$ cat src/pkg/dac_host_pkg.sv
// constants shared by the dual converter host controller
`default_nettype none
package dac_host_pkg;
   // ------------------------------------------------------------------
   // register map (byte addresses)
   // ------------------------------------------------------------------
   localparam logic [7:0] CTRL_OFS   = 8'h00;
   localparam logic [7:0] CODE_A_OFS = 8'h04;
   localparam logic [7:0] CODE_B_OFS = 8'h08;
   localparam logic [7:0] CMD_OFS    = 8'h0c;
   localparam logic [7:0] STATUS_OFS = 8'h10;
   // ------------------------------------------------------------------
   // control register fields and reset value
   // ------------------------------------------------------------------
   localparam int CTRL_BYTE_MODE  = 0;
   localparam int CTRL_SYNC_MODE  = 1;
   localparam int CTRL_SLEEP      = 2;
   localparam int CTRL_RANGE_DBL  = 3;
   localparam int CTRL_REF_BUF    = 4;
   localparam int CTRL_W          = 5;
   localparam logic [CTRL_W-1:0] CTRL_RESET = 5'h00;
   // ------------------------------------------------------------------
   // command register bits (write one to request)
   // ------------------------------------------------------------------
   localparam int CMD_WRITE_A = 0;
   localparam int CMD_WRITE_B = 1;
   localparam int CMD_LOAD    = 2;
   localparam int CMD_CLEAR   = 3;
   // ------------------------------------------------------------------
   // status register bits
   // ------------------------------------------------------------------
   localparam int STAT_BUSY   = 0;
   localparam int STAT_WAKING = 1;
   localparam int STAT_ASLEEP = 2;
   // ------------------------------------------------------------------
   // code and bus layout
   // ------------------------------------------------------------------
   localparam int CODE_W    = 12;
   localparam int BUS_W     = 16;
   localparam int WORD_GAIN = 12;
   localparam int WORD_BUF  = 13;
   localparam int HI_GAIN   = 4;
   localparam int HI_BUF    = 5;
   localparam logic [CODE_W-1:0] CODE_RESET = 12'h000;
   localparam logic [1:0] RESP_OKAY   = 2'h0;
   localparam logic [1:0] RESP_SLVERR = 2'h2;
   // ------------------------------------------------------------------
   // timing: figures in ns, counts derived at the 50 MHz clock
   // ------------------------------------------------------------------
   localparam int CLK_NS      = 20;
   localparam int T_SETUP_NS  = 20;
   localparam int T_STROBE_NS = 40;
   localparam int T_HOLD_NS   = 20;
   localparam int T_LOAD_NS   = 40;
   localparam int T_CLEAR_NS  = 40;
   localparam int T_WAKE_NS   = 5000;
   localparam int TMR_W       = 8;
   localparam logic [TMR_W-1:0] SETUP_CYC  =
      TMR_W'((T_SETUP_NS + CLK_NS - 1) / CLK_NS);
   localparam logic [TMR_W-1:0] STROBE_CYC =
      TMR_W'((T_STROBE_NS + CLK_NS - 1) / CLK_NS);
   localparam logic [TMR_W-1:0] HOLD_CYC   =
      TMR_W'((T_HOLD_NS + CLK_NS - 1) / CLK_NS);
   localparam logic [TMR_W-1:0] LOAD_CYC   =
      TMR_W'((T_LOAD_NS + CLK_NS - 1) / CLK_NS);
   localparam logic [TMR_W-1:0] CLEAR_CYC  =
      TMR_W'((T_CLEAR_NS + CLK_NS - 1) / CLK_NS);
   localparam logic [TMR_W-1:0] WAKE_CYC   =
      TMR_W'((T_WAKE_NS + CLK_NS - 1) / CLK_NS);
   // ------------------------------------------------------------------
   // sequencer states
   // ------------------------------------------------------------------
   typedef enum logic [2:0] {
      S_IDLE, S_CLEAR, S_SETUP, S_STROBE, S_HOLD, S_LOAD
   } seq_state_e;
endpackage : dac_host_pkg
`default_nettype wire

$ cat src/design/phase_timer.sv
// down counter that times one phase of a pin sequence
`default_nettype none
module phase_timer #(
   parameter int W = 8
) (
   // clock and reset
   input  wire logic         aclk,
   input  wire logic         aresetn,
   // control
   input  wire logic         start,
   input  wire logic [W-1:0] cycles,
   // result
   output logic              done
);
   logic [W-1:0] cnt_reg;
   logic [W-1:0] cnt_next;

   // start loads cycles-1 so the phase lasts exactly cycles clocks
   assign cnt_next = start ? cycles - W'(1)
                   : (cnt_reg != '0) ? cnt_reg - W'(1) : cnt_reg;
   assign done     = (cnt_reg == '0);

   always_ff @(posedge aclk) begin
      if (!aresetn) cnt_reg <= '0;
      else          cnt_reg <= cnt_next;
   end
endmodule : phase_timer
`default_nettype wire

$ cat src/design/dac_host.sv
// host controller that drives a dual converter over its parallel pins
// What this block does
// - lines above the code carry range and reference option bits
// - outside sync mode, host writes both channels with load high, then pulses load once
// - byte variant: host writes both bytes before pulsing load
// - word bus must be wide enough to hold the option bits
`default_nettype none
module dac_host (
   // clock and reset
   input  wire logic        aclk,
   input  wire logic        aresetn,
   // axi4-lite write address and data
   input  wire logic [7:0]  awaddr,
   input  wire logic        awvalid,
   output logic             awready,
   input  wire logic [31:0] wdata,
   input  wire logic [3:0]  wstrb,
   input  wire logic        wvalid,
   output logic             wready,
   // axi4-lite write response
   output logic [1:0]       bresp,
   output logic             bvalid,
   input  wire logic        bready,
   // axi4-lite read
   input  wire logic [7:0]  araddr,
   input  wire logic        arvalid,
   output logic             arready,
   output logic [31:0]      rdata,
   output logic [1:0]       rresp,
   output logic             rvalid,
   input  wire logic        rready,
   // converter pins
   output logic             device_select_n,
   output logic             store_strobe_n,
   output logic             channel_sel,
   output logic             upper_byte_sel,
   output logic [15:0]      data_bus,
   output logic             output_load_n,
   output logic             async_clear_n,
   output logic             sleep_n
);
   // ------------------------------------------------------------------
   // bus slave
   // ------------------------------------------------------------------
   logic        awready_reg, wready_reg, bvalid_reg, arready_reg, rvalid_reg;
   logic [1:0]  bresp_reg, rresp_reg;
   logic [31:0] rdata_reg;
   logic [dac_host_pkg::CTRL_W-1:0] ctrl_reg;
   logic [dac_host_pkg::CODE_W-1:0] code_a_reg, code_b_reg;
   wire wr_go  = awvalid & wvalid & ~awready_reg & ~bvalid_reg;
   wire wr_do  = awready_reg;
   wire rd_go  = arvalid & ~arready_reg & ~rvalid_reg;
   wire [31:0] wmask = {{8{wstrb[3]}}, {8{wstrb[2]}},
                        {8{wstrb[1]}}, {8{wstrb[0]}}};
   wire w_ctrl = wr_do & (awaddr == dac_host_pkg::CTRL_OFS);
   wire w_ca   = wr_do & (awaddr == dac_host_pkg::CODE_A_OFS);
   wire w_cb   = wr_do & (awaddr == dac_host_pkg::CODE_B_OFS);
   wire w_cmd  = wr_do & (awaddr == dac_host_pkg::CMD_OFS) & wstrb[0];
   // the map is word aligned and ends at the status word
   wire w_hit  = (awaddr[1:0] == 2'h0)
               & (awaddr <= dac_host_pkg::STATUS_OFS);
   wire r_hit  = (araddr[1:0] == 2'h0)
               & (araddr <= dac_host_pkg::STATUS_OFS);
   wire [31:0] ctrl_wide = {27'h0, ctrl_reg};
   wire [31:0] ca_wide   = {20'h0, code_a_reg};
   wire [31:0] cb_wide   = {20'h0, code_b_reg};
   wire [31:0] ctrl_mrg  = (ctrl_wide & ~wmask) | (wdata & wmask);
   wire [31:0] ca_mrg    = (ca_wide & ~wmask) | (wdata & wmask);
   wire [31:0] cb_mrg    = (cb_wide & ~wmask) | (wdata & wmask);
   // ------------------------------------------------------------------
   // sequencer state and pending requests
   // ------------------------------------------------------------------
   dac_host_pkg::seq_state_e state_reg, state_next;
   logic pend_a_reg, pend_b_reg, pend_load_reg, pend_clear_reg;
   logic ch_reg, ch_next, hi_reg, hi_next;
   logic step_done, wake_done, tmr_start;
   logic [dac_host_pkg::TMR_W-1:0] tmr_cycles;
   logic sleep_prev_reg;
   wire byte_mode = ctrl_reg[dac_host_pkg::CTRL_BYTE_MODE];
   wire sync_mode = ctrl_reg[dac_host_pkg::CTRL_SYNC_MODE];
   wire sleeping  = ctrl_reg[dac_host_pkg::CTRL_SLEEP];
   wire range_dbl = ctrl_reg[dac_host_pkg::CTRL_RANGE_DBL];
   wire ref_buf   = ctrl_reg[dac_host_pkg::CTRL_REF_BUF];
   wire busy      = (state_reg != dac_host_pkg::S_IDLE) | pend_a_reg
                  | pend_b_reg | pend_load_reg | pend_clear_reg;
   // a channel code is finished after its last byte's hold phase
   wire code_fin  = (state_reg == dac_host_pkg::S_HOLD) & step_done
                  & (~byte_mode | hi_reg);
   wire take_a    = code_fin & ~ch_reg;
   wire take_b    = code_fin & ch_reg;
   wire take_load = (state_reg == dac_host_pkg::S_LOAD) & step_done;
   wire take_clr  = (state_reg == dac_host_pkg::S_CLEAR) & step_done;
   // new request wins over the consume in the same cycle
   wire pend_a_next   = (pend_a_reg & ~take_a)
                      | (w_cmd & wdata[dac_host_pkg::CMD_WRITE_A]);
   wire pend_b_next   = (pend_b_reg & ~take_b)
                      | (w_cmd & wdata[dac_host_pkg::CMD_WRITE_B]);
   wire pend_ld_next  = (pend_load_reg & ~take_load)
                      | (w_cmd & wdata[dac_host_pkg::CMD_LOAD]);
   wire pend_clr_next = (pend_clear_reg & ~take_clr)
                      | (w_cmd & wdata[dac_host_pkg::CMD_CLEAR]);
   always_comb begin
      state_next = state_reg;
      ch_next    = ch_reg;
      hi_next    = hi_reg;
      tmr_cycles = dac_host_pkg::SETUP_CYC;
      case (state_reg)
         dac_host_pkg::S_IDLE: begin
            if (pend_clear_reg) begin
               state_next = dac_host_pkg::S_CLEAR;
               tmr_cycles = dac_host_pkg::CLEAR_CYC;
               hi_next    = 1'b0;
            end else if (pend_a_reg | pend_b_reg) begin
               // finish the channel whose high byte is outstanding
               if (!hi_reg) ch_next = ~pend_a_reg;
               state_next = dac_host_pkg::S_SETUP;
            end else if (pend_load_reg) begin
               // load only after every queued write is out
               state_next = dac_host_pkg::S_LOAD;
               tmr_cycles = dac_host_pkg::LOAD_CYC;
            end
         end
         dac_host_pkg::S_SETUP: begin
            tmr_cycles = dac_host_pkg::STROBE_CYC;
            if (step_done) state_next = dac_host_pkg::S_STROBE;
         end
         dac_host_pkg::S_STROBE: begin
            tmr_cycles = dac_host_pkg::HOLD_CYC;
            if (step_done) state_next = dac_host_pkg::S_HOLD;
         end
         dac_host_pkg::S_HOLD: begin
            if (step_done) begin
               state_next = dac_host_pkg::S_IDLE;
               hi_next    = byte_mode & ~hi_reg;
            end
         end
         dac_host_pkg::S_LOAD,
         dac_host_pkg::S_CLEAR: begin
            if (step_done) state_next = dac_host_pkg::S_IDLE;
         end
         default: state_next = dac_host_pkg::S_IDLE;
      endcase
   end
   assign tmr_start = (state_next != state_reg);
   // ------------------------------------------------------------------
   // pin values
   // ------------------------------------------------------------------
   wire in_write = (state_reg == dac_host_pkg::S_SETUP)
                 | (state_reg == dac_host_pkg::S_STROBE)
                 | (state_reg == dac_host_pkg::S_HOLD);
   wire [11:0] code = ch_reg ? code_b_reg : code_a_reg;
   wire [15:0] word_bus = {2'h0, ref_buf, range_dbl, code};
   wire [15:0] lo_bus   = {8'h00, code[7:0]};
   wire [15:0] hi_bus   = {8'h00, 2'h0, ref_buf, range_dbl,
                           code[11:8]};
   wire [15:0] bus_next = ~in_write ? data_bus
                        : ~byte_mode ? word_bus
                        : hi_reg ? hi_bus : lo_bus;
   // synchronous mode keeps load low so each strobe rise updates
   wire load_n_next = ~(sync_mode
                      | (state_reg == dac_host_pkg::S_LOAD));
   wire wake_start  = sleep_prev_reg & ~sleeping;
   // ------------------------------------------------------------------
   // timers
   // ------------------------------------------------------------------
   phase_timer #(.W(dac_host_pkg::TMR_W)) step_tmr (
      .aclk    (aclk),
      .aresetn (aresetn),
      .start   (tmr_start),
      .cycles  (tmr_cycles),
      .done    (step_done)
   );
   phase_timer #(.W(dac_host_pkg::TMR_W)) wake_tmr (
      .aclk    (aclk),
      .aresetn (aresetn),
      .start   (wake_start),
      .cycles  (dac_host_pkg::WAKE_CYC),
      .done    (wake_done)
   );
   wire [31:0] status_wide = {29'h0, sleeping, ~wake_done, busy};
   wire [31:0] rd_mux =
      (araddr == dac_host_pkg::CTRL_OFS)   ? ctrl_wide :
      (araddr == dac_host_pkg::CODE_A_OFS) ? ca_wide :
      (araddr == dac_host_pkg::CODE_B_OFS) ? cb_wide :
      (araddr == dac_host_pkg::STATUS_OFS) ? status_wide : 32'h0;
   // ------------------------------------------------------------------
   // registers
   // ------------------------------------------------------------------
   always_ff @(posedge aclk) begin
      if (!aresetn) begin
         awready_reg <= 1'b0;
         wready_reg  <= 1'b0;
         bvalid_reg  <= 1'b0;
         bresp_reg   <= dac_host_pkg::RESP_OKAY;
         arready_reg <= 1'b0;
         rvalid_reg  <= 1'b0;
         rresp_reg   <= dac_host_pkg::RESP_OKAY;
         rdata_reg   <= 32'h0;
      end else begin
         awready_reg <= wr_go;
         wready_reg  <= wr_go;
         arready_reg <= rd_go;
         if (wr_do) begin
            bvalid_reg <= 1'b1;
            bresp_reg  <= w_hit ? dac_host_pkg::RESP_OKAY
                                : dac_host_pkg::RESP_SLVERR;
         end else if (bready) bvalid_reg <= 1'b0;
         if (arready_reg) begin
            rvalid_reg <= 1'b1;
            rdata_reg  <= rd_mux;
            rresp_reg  <= r_hit ? dac_host_pkg::RESP_OKAY
                                : dac_host_pkg::RESP_SLVERR;
         end else if (rready) rvalid_reg <= 1'b0;
      end
   end
   always_ff @(posedge aclk) begin
      if (!aresetn) begin
         ctrl_reg   <= dac_host_pkg::CTRL_RESET;
         code_a_reg <= dac_host_pkg::CODE_RESET;
         code_b_reg <= dac_host_pkg::CODE_RESET;
      end else begin
         if (w_ctrl) ctrl_reg <= ctrl_mrg[dac_host_pkg::CTRL_W-1:0];
         if (w_ca) code_a_reg <= ca_mrg[dac_host_pkg::CODE_W-1:0];
         if (w_cb) code_b_reg <= cb_mrg[dac_host_pkg::CODE_W-1:0];
      end
   end
   always_ff @(posedge aclk) begin
      if (!aresetn) begin
         state_reg      <= dac_host_pkg::S_IDLE;
         ch_reg         <= 1'b0;
         hi_reg         <= 1'b0;
         pend_a_reg     <= 1'b0;
         pend_b_reg     <= 1'b0;
         pend_load_reg  <= 1'b0;
         pend_clear_reg <= 1'b0;
         sleep_prev_reg <= 1'b0;
      end else begin
         state_reg      <= state_next;
         ch_reg         <= ch_next;
         hi_reg         <= hi_next;
         pend_a_reg     <= pend_a_next;
         pend_b_reg     <= pend_b_next;
         pend_load_reg  <= pend_ld_next;
         pend_clear_reg <= pend_clr_next;
         sleep_prev_reg <= sleeping;
      end
   end

   // pins follow the sequencer state one clock later; sleep_n follows the sleep bit, and load is also held low by sync mode
   always_ff @(posedge aclk) begin
      if (!aresetn) begin
         device_select_n <= 1'b1;
         store_strobe_n  <= 1'b1;
         channel_sel     <= 1'b0;
         upper_byte_sel  <= 1'b0;
         data_bus        <= 16'h0000;
         output_load_n   <= 1'b1;
         async_clear_n   <= 1'b1;
         sleep_n         <= 1'b1;
      end else begin
         device_select_n <= ~in_write;
         store_strobe_n  <= ~(state_reg == dac_host_pkg::S_STROBE);
         if (in_write) channel_sel <= ch_reg;
         if (in_write) upper_byte_sel <= byte_mode & hi_reg;
         data_bus        <= bus_next;
         output_load_n   <= load_n_next;
         async_clear_n   <= ~(state_reg == dac_host_pkg::S_CLEAR);
         sleep_n         <= ~sleeping;
      end
   end
   assign awready = awready_reg;
   assign wready  = wready_reg;
   assign bvalid  = bvalid_reg;
   assign bresp   = bresp_reg;
   assign arready = arready_reg;
   assign rvalid  = rvalid_reg;
   assign rresp   = rresp_reg;
   assign rdata   = rdata_reg;
endmodule : dac_host
`default_nettype wire

$ cat config.mk
export PLATFORM = sky130hd
export DESIGN_NAME = dac_host
export DESIGN_NICKNAME = d
export VERILOG_FILES = /design/src/pkg/dac_host_pkg.sv /design/src/design/phase_timer.sv /design/src/design/dac_host.sv
export SDC_FILE = /design/constraint.sdc
export NUM_CORES = 1
export LEC_CHECK = 0
export CORE_MARGIN = 5
export CORE_UTILIZATION = 30
export CTS_CLUSTER_DIAMETER = 40
export DETAILED_ROUTE_END_ITERATION = 8
export DONT_BUFFER_PORTS = 1
export SYNTH_ARGS = -nofsm -noshare
export SYNTH_HDL_FRONTEND = slang
export SYNTH_HIERARCHICAL = 1
export SYNTH_SLANG_ARGS = --single-unit
$ cat constraint.sdc
create_clock -name aclk -period 4.4 [get_ports aclk]
set_input_delay 0 -clock aclk [delete_from_list [all_inputs] [get_ports aclk]]
set_output_delay 0 -clock aclk [all_outputs]
set_load 0.01 [all_outputs]
Word level (Yosys, flattened, before mapping):

Cells that the tools add are included.

* eq/ne operators: 14
* reductions and logical operators: 19
* multiplexer cells: 31
* bitwise logic cells: 70
* $lt $le $gt $ge: 2
* add/subtract/negate cells: 3

Operators with widths (count)
* $mux 12: 4
* $mux 8: 5
* $and 12x12->12: 3
* $logic_not 8->1: 4
* $and 1x1->1: 29
* $eq 8x4->1 const B: 3
* $or 12x12->12: 2
* $mux 3: 7
* $not 1->1: 20
* $eq 8x3->1 const B: 2
* $le 8x5->1 const B: 2
* $reduce_bool 8->1: 2
* $sub 8x1->8 const B: 2
* $mux 14: 1
* $or 1x1->1: 13
* $not 12->12: 1
* $pmux 3 s4: 1
* $mux 2: 5
* $reduce_bool 2->1: 5
* $eq 8x5->1 const B: 1
* $eq 3x2->1 const B: 2
* $eq 3x3->1 const B: 2
* $mux 1: 6
* $and 5x5->5: 1
* 14 further kinds: 16

* output and inout port bits: 64
* register bits after elaboration: 118
* bits of input ports: 59

Logic depth before layout (Yosys ltp):

Gate-level depths: netlist of the first run.

* word-level depth: 9
* mapped depth: 13
* gate-level depth less buffers: 11

By module:

Netlist of the first run, hierarchy kept.

Modules (own cells, without submodules)
* dac_host: times used 1, cells each 419, sequential area each 1561.5 µm², area an instance 3654.8 µm²
* phase_timer: times used 2, cells each 51, sequential area each 160.2 µm², area an instance 455.4 µm²

Least setup slack after synthesis of the first run:

No wires, ideal clock.

* path type: reg2reg
* start: reg step_tmr.cnt_reg[7]
* end: reg step_tmr.cnt_reg[6]
* path buffers: 2
* arrival time: 2.558 ns
* setup slack: 1.770 ns
* required time: 4.328 ns
* clock period less this slack: 2.630 ns
* stages on the path, launching flop included: 14
* cell sequence: dfxtp_1 > nor4_1 > nand3_1 > inv_1 > clkbuf_1 > nor2b_1 > a21oi_1 > o32a_1 > buf_6 > mux2i_4 > ha_1 > nand2_1 > or3_1 > a21oi_1

* word-level cells in the longest chain between the ends: 5

Ends and longest elaborated chain
* start, declared: line phase_timer.sv:15 `logic [W-1:0] cnt_reg;`
* start signal, assigned: line phase_timer.sv:25 `else cnt_reg <= cnt_next;`
* $logic_not 8->1 (*): line phase_timer.sv:21 `assign done = (cnt_reg == '0);`
* net step_done: line dac_host.sv:76 `logic step_done, wake_done, tmr_start;`
* $mux 3, on equally long branches
* $pmux 3 s4 (*): line dac_host.sv:107 `case (state_reg)`
* $ne 3x3->1 (*): line dac_host.sv:144 `assign tmr_start = (state_next != state_reg);`
* net tmr_start: line dac_host.sv:76
* $mux 8 or $reduce_bool 2->1 (tied branches)

The timed path passes the listed nets; every way through them passes the cells marked *.
A chain may end at the register's enable or synchronous reset.

Worst setup path after layout of the first run:

* start: reg step_tmr.cnt_reg[5]
* end: reg step_tmr.cnt_reg[6]

Same word-level chain as after synthesis.

==> results of run 1 <==
worst min path at each step:
stage / startpoint / to / slack [ns] / cells past startpoint
CTS: araddr[6] / rdata[3] / 0.01 / 4
floorplan: wdata[3] / pend_clear_reg / 0.13 / 2
finish: araddr[6] / rdata[3] / 0.03 / 4
global route: araddr[4] / rdata[0] / 0.03 / 2
detailed placement: aresetn / device_select_n / 0.11 / 1
global placement: aresetn / device_select_n / 0.10 / 1
Yosys cell counts (2+ instances only):
cell | instances | share of area
o2bb2ai_1 | 2 | 0.0038
mux2i_4 | 2 | 0.0099
nor2_1 | 25 | 0.021
ha_1 | 2 | 0.0055
or3_1 | 10 | 0.014
and2_1 | 2 | 0.0027
o21ai_0 | 28 | 0.031
nor3_1 | 12 | 0.013
nand2_1 | 60 | 0.049
nor3b_1 | 4 | 0.0066
a21boi_0 | 2 | 0.0033
a32o_1 | 3 | 0.0066
nand4b_1 | 2 | 0.0038
nor2b_1 | 9 | 0.012
nand3b_1 | 6 | 0.0099
a211o_1 | 2 | 0.0038
xnor2_1 | 4 | 0.0077
mux2_2 | 7 | 0.017
a21oi_1 | 12 | 0.013
nand2b_1 | 4 | 0.0055
a21boi_1 | 21 | 0.035
conb_1 | 2 | 0.0016
nand3_2 | 2 | 0.0044
nand3_1 | 37 | 0.041
buf_4 | 25 | 0.041
o21a_1 | 5 | 0.0082
buf_2 | 5 | 0.0055
and3b_1 | 2 | 0.0038
a22oi_1 | 2 | 0.0033
o211ai_1 | 4 | 0.0066
o31a_1 | 3 | 0.0058
mux2i_1 | 32 | 0.070
nor4_1 | 5 | 0.0069
o21ai_1 | 10 | 0.011
o22ai_1 | 5 | 0.0069
buf_6 | 2 | 0.0049
clkbuf_1 | 23 | 0.019
inv_1 | 12 | 0.0099
a32oi_1 | 3 | 0.0058
a22o_1 | 14 | 0.027
dfxtp_1 | 94 | 0.41
or2_2 | 2 | 0.0027
stage by stage:
stage          hold WS [ns]  worst slack, ns  utilization  cells
6_report            0.02647            1.207       0.3517    744
5_1_grt             0.03465           0.9626       0.3517    744
4_1_cts             0.01457            1.238       0.3517    744
3_5_place_dp         0.1050            1.266       0.3080    697
3_3_place_gp         0.1001            1.396       0.3080    697
2_1_floorplan        0.1349            1.770            -    563
critical path: stages, from the launching register on:
cell	delay (ns)
dfxtp_1	0.32
nor4_1	0.25
nand3_1	0.13
inv_1	0.23
nor2b_1	0.10
a21oi_1	0.12
o32a_1	0.61
mux2i_1	0.44
ha_1	0.26
nand2_1	0.10
or3_1	0.39
a21oi_1	0.15
report_power, final:
part	switching, µW	internal (µW)	total [µW]	leakage (µW)
sequential	43.1	912	955	0.000761
clock	329	494	823	0.000148
combinational	267	193	460	0.00102
cell usage in the layout (no fill, tap or decap), types with 12 or more instances in the layout:
master,count
dfxtp_1,94
nand2_1,60
conb_1,44
nand3_1,37
mux2i_1,32
dlygate4sd3_1,32
o21ai_0,28
nor2_1,25
a21boi_1,21
a22o_1,14
inv_1,12
nor3_1,12
a21oi_1,12
layer usage:
metal / vias to the layer above / GRT usage / part of all wire / wire (µm)
li1: 1844 / - / - / -
met1: 1756 / 0.1630 / 0.43 / 5054
met2: 96 / 0.2176 / 0.49 / 5740
met3: 14 / 0.03625 / 0.055 / 644
met4: 0 / 0.04229 / 0.018 / 209
met5: - / 0 / 0 / 0
kinds of logic (layout without fill, tap and decap cells):
| family | count (synthesis) | count (layout) |
|---|---|---|
| xor+xnor | 4 | 4 |
| buf+inv | 68 | 61 |
| flops | 94 | 94 |
| compound gates | 120 | 120 |
| other cells | 2 | 44 |
| fa+ha+maj | 2 | 2 |
| mux | 41 | 41 |
| simple gates | 190 | 190 |
area by class of cell:
type / instances / area, µm²
clock buffers: 9 / 225.2
clock inverters: 5 / 85.08
inverters: 12 / 45.04
flip-flops and latches: 94 / 1882
well taps: 188 / 235.2
fillers: 1551 / 9783
multi-input cells: 401 / 2471
repair buffers: 35 / 362.8
==> reports/metrics.csv, run 1 <==
stage;metric;value;unit
clock_network;cts.sinks;94;
clock_network;numCtsBuffers;9;
clock_network;htreeDepth;3;
sta;period_minus_slack;3.193;ns
floorplanning;io_pins;123;
floorplanning;row_count;45;
critical_path;end_kind;register;
sta;fin_tns_setup;0;ns
grt;grt_start_max_net_pins;81;
clock_network;ctsHoldBuffers;33;
drt;ant_nets;0;
logic_synthesis;yosys.area_share.adder;0.005481;
power_and_ir_drop;power;2238;µW
critical_path;arrival;3.46;ns
placement;dp_hpwl;8111;µm
logic_synthesis;synth-seq-cells;94;
logic_synthesis;synth_compound_area_frac;0.1776;
drt;firstDrtPassIters;4;
hold_path;hold_class;input pin to register;
floorplanning;die_area;0.01779;mm²
placement;place_area;0.004648;mm²
logic_synthesis;ys_async_sr_fraction;0;
sta;period_share;0.7258;
power_and_ir_drop;power.density;421.8;mW/mm²
critical_path;rr_startpoint;step_tmr/cnt_reg[5];
logic_synthesis;synthMuxAreaShare;0.09729;
logic_synthesis;synth_area_per_cell;8.763;µm²
placement;port_buffers;0;
critical_path;cp-start-kind;register;
sta;hold_viol_final;0;
critical_path;regToRegSetupSlack;1.21;ns
critical_path;r2r-end;step_tmr/cnt_reg[6];
critical_path;path_max_fanout;13;
critical_path;cp-endpoint;step_tmr/cnt_reg[6];
layout;fin_area;0.005306;mm²
clock_network;cts_tree;yes;
critical_path;required;4.66;ns
logic_synthesis;synth_warnings;6;
sta;skew;0.009688;ns
logic_synthesis;yosys.cell_types.count;55;
grt;grt_pass1_vias;3672;
layout;antenna_cells;0;
logic_synthesis;synth-main-ff-cell;dfxtp_1;
logic_synthesis;synth_top_family_by_area;simple AND/OR/NAND/NOR gates;
sta;max-slew-margin-rel;0.4110;
grt;track_usage;0.1303;
floorplanning;initial_utilization;0.3026;
clock_network;cts_setup_buffers;0;
critical_path;crit_path_start;step_tmr/cnt_reg[5];
run;maxCapViolCount;0;
drt;wl_per_cell;15.66;µm
sta;setup_viol;0;
logic_synthesis;synth-edff-count;0;
layout;nNetsFinal;614;
grt;antenna_found_initial;0;
drt;drc_errors;0;
clock_network;clockBufferDepth;2;
sta;rsz0062_at_grt;false;
floorplanning;coreArea;0.01509;mm²
grt;grt_overflow_total;0;
drt;viasPerCell;4.987;
clock_network;clkSlewWorstSetupHoldPaths;0.06;ns
critical_path;r2r_cells;11;
placement;place_congestion;0.7501;
sta;drv_slew;0;
sta;fmax;313.2;MHz
logic_synthesis;netlist_instances;521;
status;status;completed;
critical_path;crit_type;register to register;
drt;via_count;3710;
logic_synthesis;syn_area;0.004566;mm²
clock_network;clk_latency;0.35;ns
grt;grt_pass1_wl;18770;µm
power_and_ir_drop;peakVddDrop;0.0002161;V
layout;final_layout_size_suffix_gt1_frac;0.06295;
floorplanning;fp.dieH;133.4;µm
clock_network;cts_resized;0;
logic_synthesis;ys_seq_area_frac;0.4122;
floorplanning;die_w;133.4;µm
clock_network;root_buffer;clkbuf_16;
drt;drt_iter0_drc;248;
sta;worst_pin_slew;0.8817;ns
logic_synthesis;synth_simple_gate_area_share;0.2170;
logic_synthesis;synth_xor_area_frac;0.007673;
power_and_ir_drop;leakage;0.001926;µW
drt;wl;11650;µm
layout;area_delta_synth_final;16.22;%
No activity file was read; power rests on OpenSTA's default activity.
==> inputs of run 2 (changes only) <==
==> constraint.sdc (replaced) <==
create_clock -name aclk -period 2.8 [get_ports aclk]
set_input_delay 0 -clock aclk [delete_from_list [all_inputs] [get_ports aclk]]
set_output_delay 0 -clock aclk [all_outputs]
set_load 0.01 [all_outputs]
==> reports/metrics.csv, run 2 (same netlist as run 1, synthesis figures left out) <==
stage;metric;value;unit;change
status;status;completed;;
sta;max-slew-margin-rel;0.4058;;-0.005172
clock_network;clk_latency;0.34;ns;about the same
drt;drt_iter0_drc;264;;+6.5%
sta;setup_viol;0;;unchanged
clock_network;numCtsBuffers;9;;unchanged
floorplanning;row_count;45;;unchanged
drt;wl;11600;µm;-0.39%
sta;hold-worst-slack;0.01725;ns;-0.009218 ns
sta;drv_slew;0;;unchanged
floorplanning;coreArea;0.01509;mm²;unchanged
grt;grt_start_max_net_pins;81;;unchanged
power_and_ir_drop;peakVddDrop;0.0004176;V;+93%
floorplanning;io_pins;123;;unchanged
drt;ant_nets;0;;unchanged
clock_network;clkSlewWorstSetupHoldPaths;0.06;ns;about the same
floorplanning;die_area;0.01779;mm²;unchanged
layout;layout_commonest_cell;dfxtp_1;;
grt;grt_pass1_wl;19040;µm;+1.4%
drt;drc_errors;0;;unchanged
placement;place_area;0.004686;mm²;+0.81%
sta;fmax;392.7;MHz;+25%
placement;dp_hpwl;8284;µm;+2.1%
critical_path;end_kind;register;;
floorplanning;initial_utilization;0.3026;;unchanged
critical_path;cp_cell_sequence;nor4_1 -> nand3_1 -> inv_1 -> nor2b_1 -> a21oi_1 -> o32a_2 -> mux2i_2 -> ha_1 -> nand2_1 -> or3_1 -> a21oi_1;;
clock_network;root_buffer;clkbuf_16;;
sta;hold_viol_final;0;;unchanged
sta;period_share;0.9094;;+0.1837
sta;fin_tns_setup;0;ns;unchanged
critical_path;critPathBufInv;1;;unchanged
clock_network;cts.sinks;94;;unchanged
hold_path;hold_depth;2;;-2
critical_path;path_max_fanout;4;;-9
critical_path;arrival;2.81;ns;-0.65 ns
layout;final_layout_size_suffix_gt1_frac;0.07993;;+0.01698
placement;port_buffers;0;;unchanged
placement;dp_cells;702;;+0.72%
critical_path;crit_cells;11;;unchanged
drt;via_count;3769;;+1.6%
critical_path;crit_path_frequent_cell;a21oi_1;;
clock_network;cts_tree;yes;;
critical_path;path_delay_family;simple AND/OR/NAND/NOR gates;;
power_and_ir_drop;leakage;0.001956;µW;+1.6%
run;maxCapViolCount;0;;unchanged
critical_path;required;3.07;ns;-1.59 ns
layout;num-fill-cells;1564;;+0.84%
sta;period_minus_slack;2.546;ns;-0.6470 ns
critical_path;r2r_cells;11;;unchanged
critical_path;cpMaxStageDelayCell;or3_1;;
placement;place_congestion;0.8106;;+8.1%
sta;worst_pin_slew;0.8895;ns;+0.007742 ns
layout;fin_area;0.005335;mm²;+0.54%
drt;firstDrtPassIters;4;;unchanged
grt;antenna_found_initial;1;;+1
grt;track_usage;0.1313;;+0.001011
floorplanning;die_w;133.4;µm;unchanged
critical_path;crit_type;register to register;;
sta;skew;0.007467;ns;-0.002222 ns
clock_network;clockBufferDepth;2;;unchanged
floorplanning;fp.dieH;133.4;µm;unchanged
drt;viasPerCell;5.012;;+0.51%
layout;layout_common_cells;dfxtp_1 (94), nand2_1 (60), conb_1 (44), nand3_1 (37), dlygate4sd3_1 (32);;
grt;grt_overflow_total;0;;unchanged
hold_path;hold_class;input pin to register;;
power_and_ir_drop;power.density;644.4;mW/mm²;+53%
critical_path;crit_path_start;step_tmr/cnt_reg[7];;
critical_path;r2r-end;step_tmr/cnt_reg[6];;
critical_path;cp-start-kind;register;;
critical_path;cp-endpoint;step_tmr/cnt_reg[6];;
drt;wl_per_cell;15.43;µm;-1.4%
critical_path;rr_startpoint;step_tmr/cnt_reg[7];;
layout;area_delta_synth_final;16.85;%;
layout;fin_cells;752;;+1.1%
layout;nNetsFinal;619;;+0.81%
sta;rsz0062_at_grt;false;;
critical_path;regToRegSetupSlack;0.25;ns;-0.95 ns
clock_network;htreeDepth;3;;unchanged
grt;grt_pass1_vias;3676;;+0.11%
critical_path;cp_slowest_stage_delay;0.40;ns;-0.21 ns
run 2: worst register-to-register path: stages, from the launching register on:
cell and delay, ns:
dfxtp_1 0.32, nor4_1 0.27, nand3_1 0.13, inv_1 0.08, nor2b_1 0.05, a21oi_1 0.10
o32a_2 0.24, mux2i_2 0.34, ha_1 0.26, nand2_1 0.11, or3_1 0.40, a21oi_1 0.16
run 2: layout make-up:
type,instances,area [µm²],share of cell area
clock inverters,6,51.30,0.009615
well taps,188,235.2,0.04409
clock buffers,10,239.0,0.04479
multi-input cells,401,2480,0.4648
repair buffers,40,400.4,0.07505
diodes,1,2.502,0.0004690
flip-flops and latches,94,1882,0.3527
inverters,12,45.04,0.008443
run 2: repair_timing:
| action | CTS | global route |
|---|---|---|
| setup endpoints to repair | 0 | 4 |
| buffers inserted | 0 | 0 |
| endpoints found under the hold margin | 78 | 0 |
| gates resized for setup | 0 | 3 |
| hold buffers | 33 | 0 |
run 2: per-stage QoR:
| step | util | total power (µW) | setup WS (ns) |
|---|---|---|---|
| CTS | 0.3528 | 3452 | 0.1387 |
| detailed placement | 0.3105 | 2200 | 0.1666 |
| global route | 0.3536 | 3643 | 0.03378 |
| finish | 0.3536 | 3438 | 0.2536 |
| global placement | 0.3105 | 2152 | 0.2771 |
| floorplan | - | 2101 | 0.1703 |
run 2: metal layers:
layer	track usage	share of wire
met5	0	0
met4	0.03657	0.012
met3	0.03399	0.053
met2	0.2212	0.49
met1	0.1666	0.45
run 2: how the worst min path moves through the flow:
stage,start,end,slack [ns]
finish,aresetn,output_load_n,0.02
global route,aresetn,sleep_n,0.03
CTS,aresetn,sleep_n,0.009
detailed placement,aresetn,device_select_n,0.11
global placement,aresetn,device_select_n,0.10
floorplan,wdata[3],pend_clear_reg,0.13
run 2: power breakdown:
group,switching [µW],internal [µW],total [µW]
combinational,424,322,745
sequential,72.4,1430,1500
clock,546,642,1190
